[src/inc/ppb_pkg.sv]
// package: register map, field positions and reset values for pin override
package ppb_pkg;
	timeunit 1ns;
	timeprecision 1ps;
	// ================================================================
	// register byte addresses
	localparam logic [7:0] ADDR_IO_CONTROL = 8'h00;
	localparam logic [7:0] ADDR_BLANKING = 8'h04;
	localparam logic [7:0] ADDR_UNLOCK = 8'h08;
	localparam logic [7:0] ADDR_STATUS = 8'h0C;
	// ================================================================
	// pin i/o control fields
	localparam int POS_HIGH_FORCE_EN = 9;
	localparam int POS_LOW_FORCE_EN = 8;
	localparam int POS_FORCED_HI = 7;
	localparam int POS_FORCED_LO = 6;
	localparam int POS_FAULT_HI = 5;
	localparam int POS_FAULT_LO = 4;
	localparam int POS_CLIM_HI = 3;
	localparam int POS_CLIM_LO = 2;
	localparam int POS_MODE_LSB = 10;
	// ================================================================
	// blanking field
	localparam int BLANK_W = 12;
	localparam logic [15:0] BLANK_MASK = 16'h0FFF;
	// ================================================================
	// reset values and unlock keys
	localparam logic [15:0] RST_IO_CONTROL = 16'h0000;
	localparam logic [15:0] RST_BLANKING = 16'h0000;
	localparam logic [15:0] UNLOCK_KEY1 = 16'hABCD;
	localparam logic [15:0] UNLOCK_KEY2 = 16'h4321;
	localparam logic [31:0] UNMAPPED_READ = 32'h0000_0000;
	// ================================================================
	// unlock sequencer states
	typedef enum logic [2:0] {
		ppb_lk_idle = 3'b001,
		ppb_lk_key1 = 3'b010,
		ppb_lk_open = 3'b100
	} ppb_lock_e;
endpackage

[src/rtl/ppb_pin_override.sv]
// module: pwm pin override, write lock and leading-edge blanking
// How it works
// - override drives pins from forced level bits
// - lock bit blocks io writes until unlocked
// - twelve-bit blanking delay gates fault and limit
// - blanking bits 15-12 read zero, ignore writes
module ppb_pin_override #(
	parameter int BLANK_BITS = 12
) (
	input wire logic clk_sys,
	input wire logic srst,
	input wire logic psel,
	input wire logic penable,
	input wire logic pwrite,
	input wire logic [7:0] paddr,
	input wire logic [31:0] pwdata,
	output logic [31:0] prdata,
	output logic pready,
	output logic pslverr,
	input wire logic pin_config_write_lock,
	input wire logic gen_high,
	input wire logic gen_low,
	input wire logic fault_in,
	input wire logic climit_in,
	input wire logic fault_response_mode,
	input wire logic current_limit_response_mode,
	input wire logic pwm_edge,
	output logic high_side_output,
	output logic low_side_output,
	output logic [1:0] pin_pair_mode,
	output logic fault_active,
	output logic climit_active
);
	timeunit 1ns;
	timeprecision 1ps;
	// ================================================================
	// helper functions
	// address decode: one bit per register, zero for unmapped
	function automatic logic [3:0] reg_hit(input logic [7:0] a);
		logic [3:0] hit_bits;
		hit_bits = 4'h0;
		case (a)
		ppb_pkg::ADDR_IO_CONTROL: begin
			hit_bits = 4'h1;
		end
		ppb_pkg::ADDR_BLANKING: begin
			hit_bits = 4'h2;
		end
		ppb_pkg::ADDR_UNLOCK: begin
			hit_bits = 4'h4;
		end
		ppb_pkg::ADDR_STATUS: begin
			hit_bits = 4'h8;
		end
		default: begin
			hit_bits = 4'h0;
		end
		endcase
		return hit_bits;
	endfunction
	// read mux, unmapped offsets read as zero
	function automatic logic [31:0] read_word(
		input logic [3:0] sel,
		input logic [15:0] ctl,
		input logic [15:0] blk,
		input logic [4:0] stat
	);
		logic [31:0] word;
		word = ppb_pkg::UNMAPPED_READ;
		case (sel)
		4'h1: begin
			word = {16'h0000, ctl};
		end
		4'h2: begin
			word = {16'h0000, blk & ppb_pkg::BLANK_MASK};
		end
		// unlock keys are write-only, so they never read back
		4'h4: begin
			word = ppb_pkg::UNMAPPED_READ;
		end
		4'h8: begin
			word = {27'h000_0000, stat};
		end
		default: begin
			word = ppb_pkg::UNMAPPED_READ;
		end
		endcase
		return word;
	endfunction
	// unlock sequencer: a wrong key falls back to idle
	function automatic ppb_pkg::ppb_lock_e unlock_step(
		input ppb_pkg::ppb_lock_e cur,
		input logic [15:0] key
	);
		ppb_pkg::ppb_lock_e nxt;
		nxt = ppb_pkg::ppb_lk_idle;
		case (cur)
		ppb_pkg::ppb_lk_idle: begin
			if (key == ppb_pkg::UNLOCK_KEY1) begin
				nxt = ppb_pkg::ppb_lk_key1;
			end
		end
		ppb_pkg::ppb_lk_key1: begin
			if (key == ppb_pkg::UNLOCK_KEY2) begin
				nxt = ppb_pkg::ppb_lk_open;
			end
		end
		default: begin
			nxt = ppb_pkg::ppb_lk_idle;
		end
		endcase
		return nxt;
	endfunction
	// override bit chooses the forced level over the generator
	function automatic logic pick_level(
		input logic force_en,
		input logic forced,
		input logic gen
	);
		logic lvl;
		lvl = gen;
		if (force_en) begin
			lvl = forced;
		end
		return lvl;
	endfunction
	// a trip input counts only once blanking has run out
	function automatic logic qualify(
		input logic pin,
		input logic enable,
		input logic [BLANK_BITS-1:0] count
	);
		return pin && enable && count == '0;
	endfunction
	// ================================================================
	// input synchronisers
	// only the second stage is read; the first may be metastable
	logic [1:0] flt_sync;
	logic [1:0] cl_sync;
	logic [1:0] next_flt_sync;
	logic [1:0] next_cl_sync;
	always_comb begin
		next_flt_sync = {flt_sync[0], fault_in};
		next_cl_sync = {cl_sync[0], climit_in};
	end
	always_ff @(posedge clk_sys) begin
		if (srst) begin
			flt_sync <= 2'h0;
			cl_sync <= 2'h0;
		end else begin
			flt_sync <= next_flt_sync;
			cl_sync <= next_cl_sync;
		end
	end
	// ================================================================
	// apb registers and unlock sequence
	logic [15:0] io_ctl;
	logic [15:0] blank;
	ppb_pkg::ppb_lock_e lk;
	logic [31:0] rd;
	logic rdy;
	logic err;
	logic [15:0] next_io_ctl;
	logic [15:0] next_blank;
	ppb_pkg::ppb_lock_e next_lk;
	logic [31:0] next_rd;
	logic next_rdy;
	logic next_err;
	logic setup;
	logic commit;
	logic [3:0] hit;
	logic io_open;
	logic [4:0] status_word;
	logic wr_refused;
	logic next_wr_refused;
	always_comb begin
		setup = psel && !penable && !rdy;
		// writes land on the edge that samples pready
		commit = psel && penable && rdy && pwrite;
		hit = reg_hit(paddr);
		io_open = !pin_config_write_lock || lk == ppb_pkg::ppb_lk_open;
		status_word = {wr_refused, climit_active, fault_active,
			lk == ppb_pkg::ppb_lk_open, pin_config_write_lock};
		next_io_ctl = io_ctl;
		next_blank = blank;
		next_lk = lk;
		next_wr_refused = wr_refused;
		next_rd = ppb_pkg::UNMAPPED_READ;
		next_rdy = setup;
		next_err = setup && hit == 4'h0;
		if (setup) begin
			next_rd = read_word(hit, io_ctl, blank, status_word);
		end
		if (commit && hit[0]) begin
			// any io write attempt closes the lock again
			if (io_open) begin
				next_io_ctl = pwdata[15:0];
				next_wr_refused = 1'b0;
			end else begin
				// refused data is dropped; the bus still answers okay
				next_wr_refused = 1'b1;
			end
			next_lk = ppb_pkg::ppb_lk_idle;
		end
		if (commit && hit[1]) begin
			// bits 15-12 are never stored, so they read back zero
			next_blank = pwdata[15:0] & ppb_pkg::BLANK_MASK;
		end
		if (commit && hit[2]) begin
			next_lk = unlock_step(lk, pwdata[15:0]);
		end
	end
	always_ff @(posedge clk_sys) begin
		if (srst) begin
			io_ctl <= ppb_pkg::RST_IO_CONTROL;
			blank <= ppb_pkg::RST_BLANKING;
			lk <= ppb_pkg::ppb_lk_idle;
			rd <= 32'h0000_0000;
			rdy <= 1'b0;
			err <= 1'b0;
			wr_refused <= 1'b0;
		end else begin
			io_ctl <= next_io_ctl;
			blank <= next_blank;
			lk <= next_lk;
			rd <= next_rd;
			rdy <= next_rdy;
			err <= next_err;
			wr_refused <= next_wr_refused;
		end
	end
	assign prdata = rd;
	assign pready = rdy;
	assign pslverr = err;
	// ================================================================
	// leading-edge blanking: inputs ignored for delay cycles after edge
	logic [BLANK_BITS-1:0] bcnt;
	logic [BLANK_BITS-1:0] next_bcnt;
	// edge_d resets low, the idle level of the edge marker
	logic edge_d;
	logic next_edge_d;
	always_comb begin
		next_edge_d = pwm_edge;
		next_bcnt = bcnt;
		// a new edge reloads the count, even in mid-blank
		if (pwm_edge && !edge_d) begin
			next_bcnt = blank[BLANK_BITS-1:0];
		end else if (bcnt != '0) begin
			next_bcnt = bcnt - 1'b1;
		end
	end
	always_ff @(posedge clk_sys) begin
		if (srst) begin
			bcnt <= '0;
			edge_d <= 1'b0;
		end else begin
			bcnt <= next_bcnt;
			edge_d <= next_edge_d;
		end
	end
	// ================================================================
	// pin drive priority: fault, then current limit, then override
	logic hi_q;
	logic lo_q;
	logic flt_q;
	logic cl_q;
	logic [1:0] mode_q;
	logic next_hi;
	logic next_lo;
	logic next_flt;
	logic next_cl;
	always_comb begin
		// blanking covers both the fault and current-limit paths
		next_flt = qualify(flt_sync[1], fault_response_mode, bcnt);
		next_cl = qualify(cl_sync[1], current_limit_response_mode,
			bcnt);
		next_hi = pick_level(io_ctl[ppb_pkg::POS_HIGH_FORCE_EN],
			io_ctl[ppb_pkg::POS_FORCED_HI], gen_high);
		next_lo = pick_level(io_ctl[ppb_pkg::POS_LOW_FORCE_EN],
			io_ctl[ppb_pkg::POS_FORCED_LO], gen_low);
		if (next_flt) begin
			next_hi = io_ctl[ppb_pkg::POS_FAULT_HI];
			next_lo = io_ctl[ppb_pkg::POS_FAULT_LO];
		end else if (next_cl) begin
			next_hi = io_ctl[ppb_pkg::POS_CLIM_HI];
			next_lo = io_ctl[ppb_pkg::POS_CLIM_LO];
		end
	end
	always_ff @(posedge clk_sys) begin
		if (srst) begin
			hi_q <= 1'b0;
			lo_q <= 1'b0;
			flt_q <= 1'b0;
			cl_q <= 1'b0;
			mode_q <= 2'h0;
		end else begin
			hi_q <= next_hi;
			lo_q <= next_lo;
			flt_q <= next_flt;
			cl_q <= next_cl;
			mode_q <= io_ctl[ppb_pkg::POS_MODE_LSB +: 2];
		end
	end
	assign high_side_output = hi_q;
	assign low_side_output = lo_q;
	assign fault_active = flt_q;
	assign climit_active = cl_q;
	assign pin_pair_mode = mode_q;
endmodule

[config.mk]
export PLATFORM = sky130hd
export DESIGN_NAME = ppb_pin_override
export DESIGN_NICKNAME = d
export VERILOG_FILES = /design/src/inc/ppb_pkg.sv /design/src/rtl/ppb_pin_override.sv
export SDC_FILE = /design/constraint.sdc
export NUM_CORES = 1
export LEC_CHECK = 0
export ABC_CLOCK_PERIOD_IN_PS = 2180
export BUFFER_PORTS_ARGS = -buffer_cell sky130_fd_sc_hd__buf_2
export CAP_MARGIN = 30
export CORE_MARGIN = 3
export CORE_UTILIZATION = 50
export DETAILED_ROUTE_END_ITERATION = 10
export GPL_TIMING_DRIVEN = 0
export HOLD_SLACK_MARGIN = 0.06
export MAX_ROUTING_LAYER = met4
export PLACE_DENSITY = 0.83
export SLEW_MARGIN = 15
export SYNTH_ARGS = -nofsm -noshare
export SYNTH_HDL_FRONTEND = slang
export SYNTH_SLANG_ARGS = --single-unit
[constraint.sdc]
create_clock -name clk_sys -period 2.18 [get_ports clk_sys]
set_input_delay 0.436 -clock clk_sys [delete_from_list [all_inputs] [get_ports clk_sys]]
set_output_delay 0.436 -clock clk_sys [all_outputs]
set_load 0.02 [all_outputs]
==> results_dict.tcl, run 1 <==
set metrics [dict create \
    final_cells 531 \
    r2r-start "bcnt[0]" \
    final_cell_mix "dfxtp_1 (73), buf_2 (64), nor2_1 (41), mux2i_1 (26), a21oi_1 (26)" \
    setup_violations 0 \
    fillers 537 \
    crit_path_start_kind "register" \
    ys_seq_elements 73 \
    seq_area_frac_synth 0.447 \
    outcome "finished, final reports clean" \
    htree_levels 3 \
    post-dp-hpwl_um 6240 \
    max_cap_violations 0 \
    crit_path_end "bcnt[1]" \
    power.leakage_nw 1.59 \
    yosysTopAreaCellShare 0.447 \
    nets 505 \
    seqPwrFrac 0.470 \
    synth-edff-count 0 \
    fin_crit_ns 2.03 \
    syn_area_um2 3270 \
    tns_ns 0 \
    core_area_um2 6130 \
    vias_per_cell 5.61 \
    p_int_mw 2.15 \
    regToRegEndpoint "bcnt[1]" \
    cp_max_fo 10 \
    vias 2980 \
    drtAntennaViolNets 0 \
    grtUsageTotal 0.231 \
    ir_drop_mv 0.498 \
    worst_pin_slew_ns 0.763 \
    end_kind "register" \
    start_util 0.533 \
    pwr-share-clk 0.345 \
    clk_pin_slew_ns 0.07 \
    fmax_ghz 0.493 \
    drive_above_1_share 0.243 \
    swShare 0.297 \
    cts.sinks 73 \
    required_ns 2.43 \
    async_flop_share 0 \
    yosys_warnings 0 \
    hp-class "primary input to register" \
    fp.dieH_um 86.9 \
    period_share 0.931 \
    cts_root_buf "clkbuf_8" \
    dominantRegCellSynth "dfxtp_1" \
    dieArea_um2 7540 \
    p_sw_mw 0.908 \
    rsz0062_at_grt "false" \
    hold_violations 0 \
    grt_pass1_vias 2700 \
    postRouteWirelength_um 8420 \
    grt_max_degree 14 \
    area_delta_synth_final_pct 20.1 \
    placedCellCount 515 \
    r2r_cells 7 \
    syn_avg_cell_area_um2 8.96 \
    finClkSkew_ns 0.0100 \
    p_per_area_nw_per_um2 779 \
    diodes 0 \
    reg2reg_slack_ns 0.15 \
    startpoint "bcnt[0]" \
    layout_commonest_cell "dfxtp_1" \
    drc 0 \
    routedWlPerCell_um 15.9 \
    cts_hold_buf 0 \
    synth.distinct_cells 58 \
    synth_area_leader_cell "dfxtp_1" \
    slew_headroom 0.492 \
    grt_pass1_wl_um 13000 \
    drtIter0Drc 286 \
    critPathArrivalTime_ns 2.28 \
    clock_path_buffers 2 \
    path_class "register to register" \
    fin_util 0.641 \
    clk_latency_ns 0.36 \
    gp_congestion 0.923 \
    yosys-top-cells-area "dfxtp_1 (45%), mux2i_1 (8.0%), nor2_1 (4.8%), a21oi_1 (4.0%), buf_4 (3.9%)" \
    drv_slew 0 \
    cts_tree "yes" \
    syn_inst 365 \
    dr.pass1.iters 5 \
    power_frac_comb 0.185 \
    antenna_found_initial 0 \
    overflow 0 \
    die_w_um 86.9 \
    numCtsBuffers 9 \
    portBuffers 60 \
    num_rows 28 \
    io-pin-count 93 \
]
==> cells by family after synthesis <==
kind of cell | count (synthesis) | share of synthesized area
muxes | 29 | 0.0899
xor gates and xnor gates | 4 | 0.0107
DFF | 73 | 0.447
buffers and inverters | 42 | 0.0693
adders and majority gates | 1 | 0.00383
AOI/OAI and AO/OA | 73 | 0.132
other | 1 | 0.00115
and+or+nand+nor | 142 | 0.246
==> metrics by stage <==
step           hold slack (ns)  total power, mW  instance area, um2  setup slack, ns
5_1_grt                  0.290             3.18                3930           0.0112
6_report                 0.292             3.06                3930            0.151
3_5_place_dp             0.424             2.01                3720           -0.208
2_1_floorplan            0.414             1.86                3330            0.182
4_1_cts                  0.286             3.05                3920            0.116
3_3_place_gp             0.417             2.00                3720           -0.156
==> layout make-up <==
| type | instances | area, um2 | share of cell area |
|---|---|---|---|
| clock buffers | 10 | 128 | 0.0325 |
| well taps | 75 | 93.8 | 0.0239 |
| clock inverters | 6 | 67.6 | 0.0172 |
| multi-input cells | 265 | 1650 | 0.420 |
| flip-flops and latches | 73 | 1460 | 0.372 |
| inverters | 7 | 26.3 | 0.00669 |
| plain buffers | 35 | 201 | 0.0513 |
| repair buffers | 60 | 300 | 0.0765 |
==> state kept, by name (all words and copies together), names as in the netlist <==
name and cells:
io_ctl 16, prdata 16, bcnt 12, blank 12, lk 3, cl_sync 2, flt_sync 2, pin_pair_mode 2
climit_active 1, edge_d 1, fault_active 1, high_side_output 1, low_side_output 1, pready 1, pslverr 1, wr_refused 1
==> critical path, stage by stage (launching register included) <==
cell	delay, ns
dfxtp_1	0.33
inv_1	0.09
ha_1	0.21
nor4b_4	0.29
nand3_1	0.19
clkbuf_1	0.30
and2_0	0.25
o41ai_1	0.28
==> metal layers <==
layer | vias up | part of all wire | global-route usage
met5 | - | 0 | -
met4 | 0 | 0.017 | 0.0935
met2 | 129 | 0.49 | 0.378
met3 | 19 | 0.079 | 0.0681
met1 | 1391 | 0.42 | 0.266
li1 | 1441 | - | -
==> cell usage after synthesis, drive strengths merged (2+ instances only) <==
master and number:
nor3 7, or3 3, nor4b 3, nand3b 2
mux2i 26, nand4 6, a21boi 2, mux2 3
nor2b 9, dfxtp 73, a21oi 26, clkbuf 11
and2 9, a31oi 3, or4b 2, nor4 6
nand2 12, nand3 20, nor2 42, a211oi 3
nand2b 4, nor3b 9, or4 4, xnor2 3
o21ai 23, buf 24, inv 7, o21bai 2
o211ai 2
==> worst min path at each step <==
stage	startpoint	endpoint	slack, ns	cells past startpoint
6_report	fault_in	flt_sync[0]	0.29	2
5_1_grt	fault_in	flt_sync[0]	0.29	2
4_1_cts	fault_in	flt_sync[0]	0.29	2
3_5_place_dp	flt_sync[0]	flt_sync[1]	0.42	1
3_3_place_gp	flt_sync[0]	flt_sync[1]	0.42	1
2_1_floorplan	cl_sync[0]	cl_sync[1]	0.41	1
==> power groups by stage <==
stage | registers, mW | clock network (mW) | logic [mW]
2_1_floorplan | 1.46 | 0 | 0.400
3_3_place_gp | 1.46 | 0 | 0.534
3_5_place_dp | 1.47 | 0 | 0.544
4_1_cts | 1.43 | 1.07 | 0.546
5_1_grt | 1.45 | 1.12 | 0.615
6_report | 1.44 | 1.06 | 0.565
==> what timing repair did <==
action                                 4_1_cts  5_1_grt
buffers inserted                             0        0
setup endpoints to repair                    0       12
resized for setup                            0        4
endpoints found under the hold margin        0        0
Power figures use the tool's default switching activity.
==> run 2: changes to the inputs <==
--- a/config.mk
+++ b/config.mk
@@ -9,12 +9,12 @@
 export BUFFER_PORTS_ARGS = -buffer_cell sky130_fd_sc_hd__buf_2
 export CAP_MARGIN = 30
 export CORE_MARGIN = 3
-export CORE_UTILIZATION = 50
+export CORE_UTILIZATION = 35
 export DETAILED_ROUTE_END_ITERATION = 10
 export GPL_TIMING_DRIVEN = 0
 export HOLD_SLACK_MARGIN = 0.06
 export MAX_ROUTING_LAYER = met4
-export PLACE_DENSITY = 0.83
+export PLACE_DENSITY = 0.63
 export SLEW_MARGIN = 15
 export SYNTH_ARGS = -nofsm -noshare
 export SYNTH_HDL_FRONTEND = slang
==> results_dict.tcl, run 2 (synthesis gave the netlist of run 1 again) <==
set metrics [dict create \
    hold_violations 0 \
    wl_met3_um 642 \
    postRouteWirelength_um 8620 \
    drtAntennaViolNets 0 \
    critPathArrivalTime_ns 2.22 \
    nets 505 \
    max_cap_violations 0 \
    clk_pin_slew_ns 0.07 \
    post-place-ws_ns -0.155 \
    layout_commonest_cell "dfxtp_1" \
    rsz0062_at_grt "false" \
    placed_area_um2 3760 \
    die_w_um 103 \
    cts_resized 0 \
    crit_path_start_kind "register" \
    drv_slew 0 \
    reg2reg_slack_ns 0.22 \
    drtIter0Drc 126 \
    r2r_cells 6 \
    fin_crit_ns 1.96 \
    routedWlPerCell_um 15.3 \
    regToRegEndpoint "high_side_output" \
    drc 0 \
    diodes 0 \
    worst_pin_slew_ns 0.729 \
    cts_root_buf "clkbuf_8" \
    hp-class "primary input to register" \
    path_class "register to register" \
    cts_hold_buf 0 \
    post-dp-hpwl_um 6570 \
    dr.pass1.iters 4 \
    grt_pass1_vias 2606 \
    io-pin-count 93 \
    cts.sinks 73 \
    worst_slack_ns 0.217 \
    hold_path_depth 2 \
    fin_util 0.446 \
    portBuffers 60 \
    overflow 0 \
    hold_start "fault_in" \
    area_delta_synth_final_pct 21.4 \
    clk_latency_ns 0.35 \
    cpPeakStageDelay_ns 0.65 \
    tns_ns 0 \
    vias_per_cell 5.15 \
    ir_drop_mv 0.309 \
    final_cells 563 \
    setup_violations 0 \
    core_area_um2 8890 \
    grtUsageTotal 0.168 \
    post_cts_buffers 0 \
    m1WireLength_um 3710 \
    slew_headroom 0.514 \
    highest_layer "met4" \
    end_kind "register" \
    clock_path_buffers 2 \
    period_share 0.900 \
    p_total_mw 3.06 \
    min_to "flt_sync[0]" \
    grt_max_degree 13 \
    gp_congestion 0.841 \
    placedCellCount 548 \
    grt_pass1_wl_um 13000 \
    slowest_stage "or4b_2" \
    fmax_ghz 0.510 \
    cp_cell_sequence "inv_1, ha_1, nor4b_4, nand3_1, or4b_2, o21ai_0" \
    dieArea_um2 10500 \
    cts_tree "yes" \
    antenna_found_initial 0 \
    htree_levels 3 \
    cp_max_fo 4 \
    required_ns 2.44 \
    wl_met2_um 4160 \
    finClkSkew_ns 0.0146 \
    r2r-start "bcnt[0]" \
    vias 2901 \
    drive_above_1_share 0.244 \
    fp.dieH_um 103 \
    start_util 0.368 \
    fillers 880 \
    p_per_area_nw_per_um2 771 \
    postLayoutCellArea_um2 3970 \
    num_rows 34 \
    numCtsBuffers 9 \
    final_cell_mix "dfxtp_1 (73), buf_2 (64), nor2_1 (41), mux2i_1 (26), a21oi_1 (26)" \
    power.leakage_nw 1.60 \
    hold_ws_ns 0.297 \
    outcome "finished, final reports clean" \
]
run 2: where the power goes:
group | internal [mW] | switching [mW] | leakage [nW]
combinational | 0.237 | 0.331 | 0.908
sequential | 1.39 | 0.0557 | 0.592
clock | 0.551 | 0.499 | 0.0981
run 2: final cells by class:
class	count	area [um2]	area share
multi-input cells	265	1650	0.416
repair buffers	60	300	0.0757
clock buffers	10	138	0.0347
flip-flops and latches	73	1460	0.368
well taps	108	135	0.0341
inverters	7	26.3	0.00662
plain buffers	35	201	0.0508
clock inverters	5	56.3	0.0142
run 2: worst max path at each step:
stage	cells past startpoint	to	slack, ns	start
3_3_place_gp	8	io_ctl[3]	-0.19	paddr[3]
5_1_grt	6	io_ctl[4]	0.003	lk[2]
6_report	6	high_side_output	0.22	bcnt[0]
3_5_place_dp	8	io_ctl[3]	-0.15	paddr[3]
2_1_floorplan	6	io_ctl[4]	0.18	paddr[5]
4_1_cts	7	bcnt[1]	0.05	bcnt[0]
run 2: worst max-delay path: cells and delay by family, from the launching register on:
family / cells / cell delay, ns
buffers and inverters: 1 / 0.09
flip-flops: 1 / 0.33
AO/OA/AOI/OAI: 1 / 0.11
AND/OR/NAND/NOR: 3 / 1.15
adder cells (fa/ha/maj): 1 / 0.21
run 2: layer usage:
layer	vias to the layer above	track usage
met2	100	0.278
met5	-	-
met1	1349	0.203
met4	0	0.0414
met3	10	0.0474
li1	1442	-
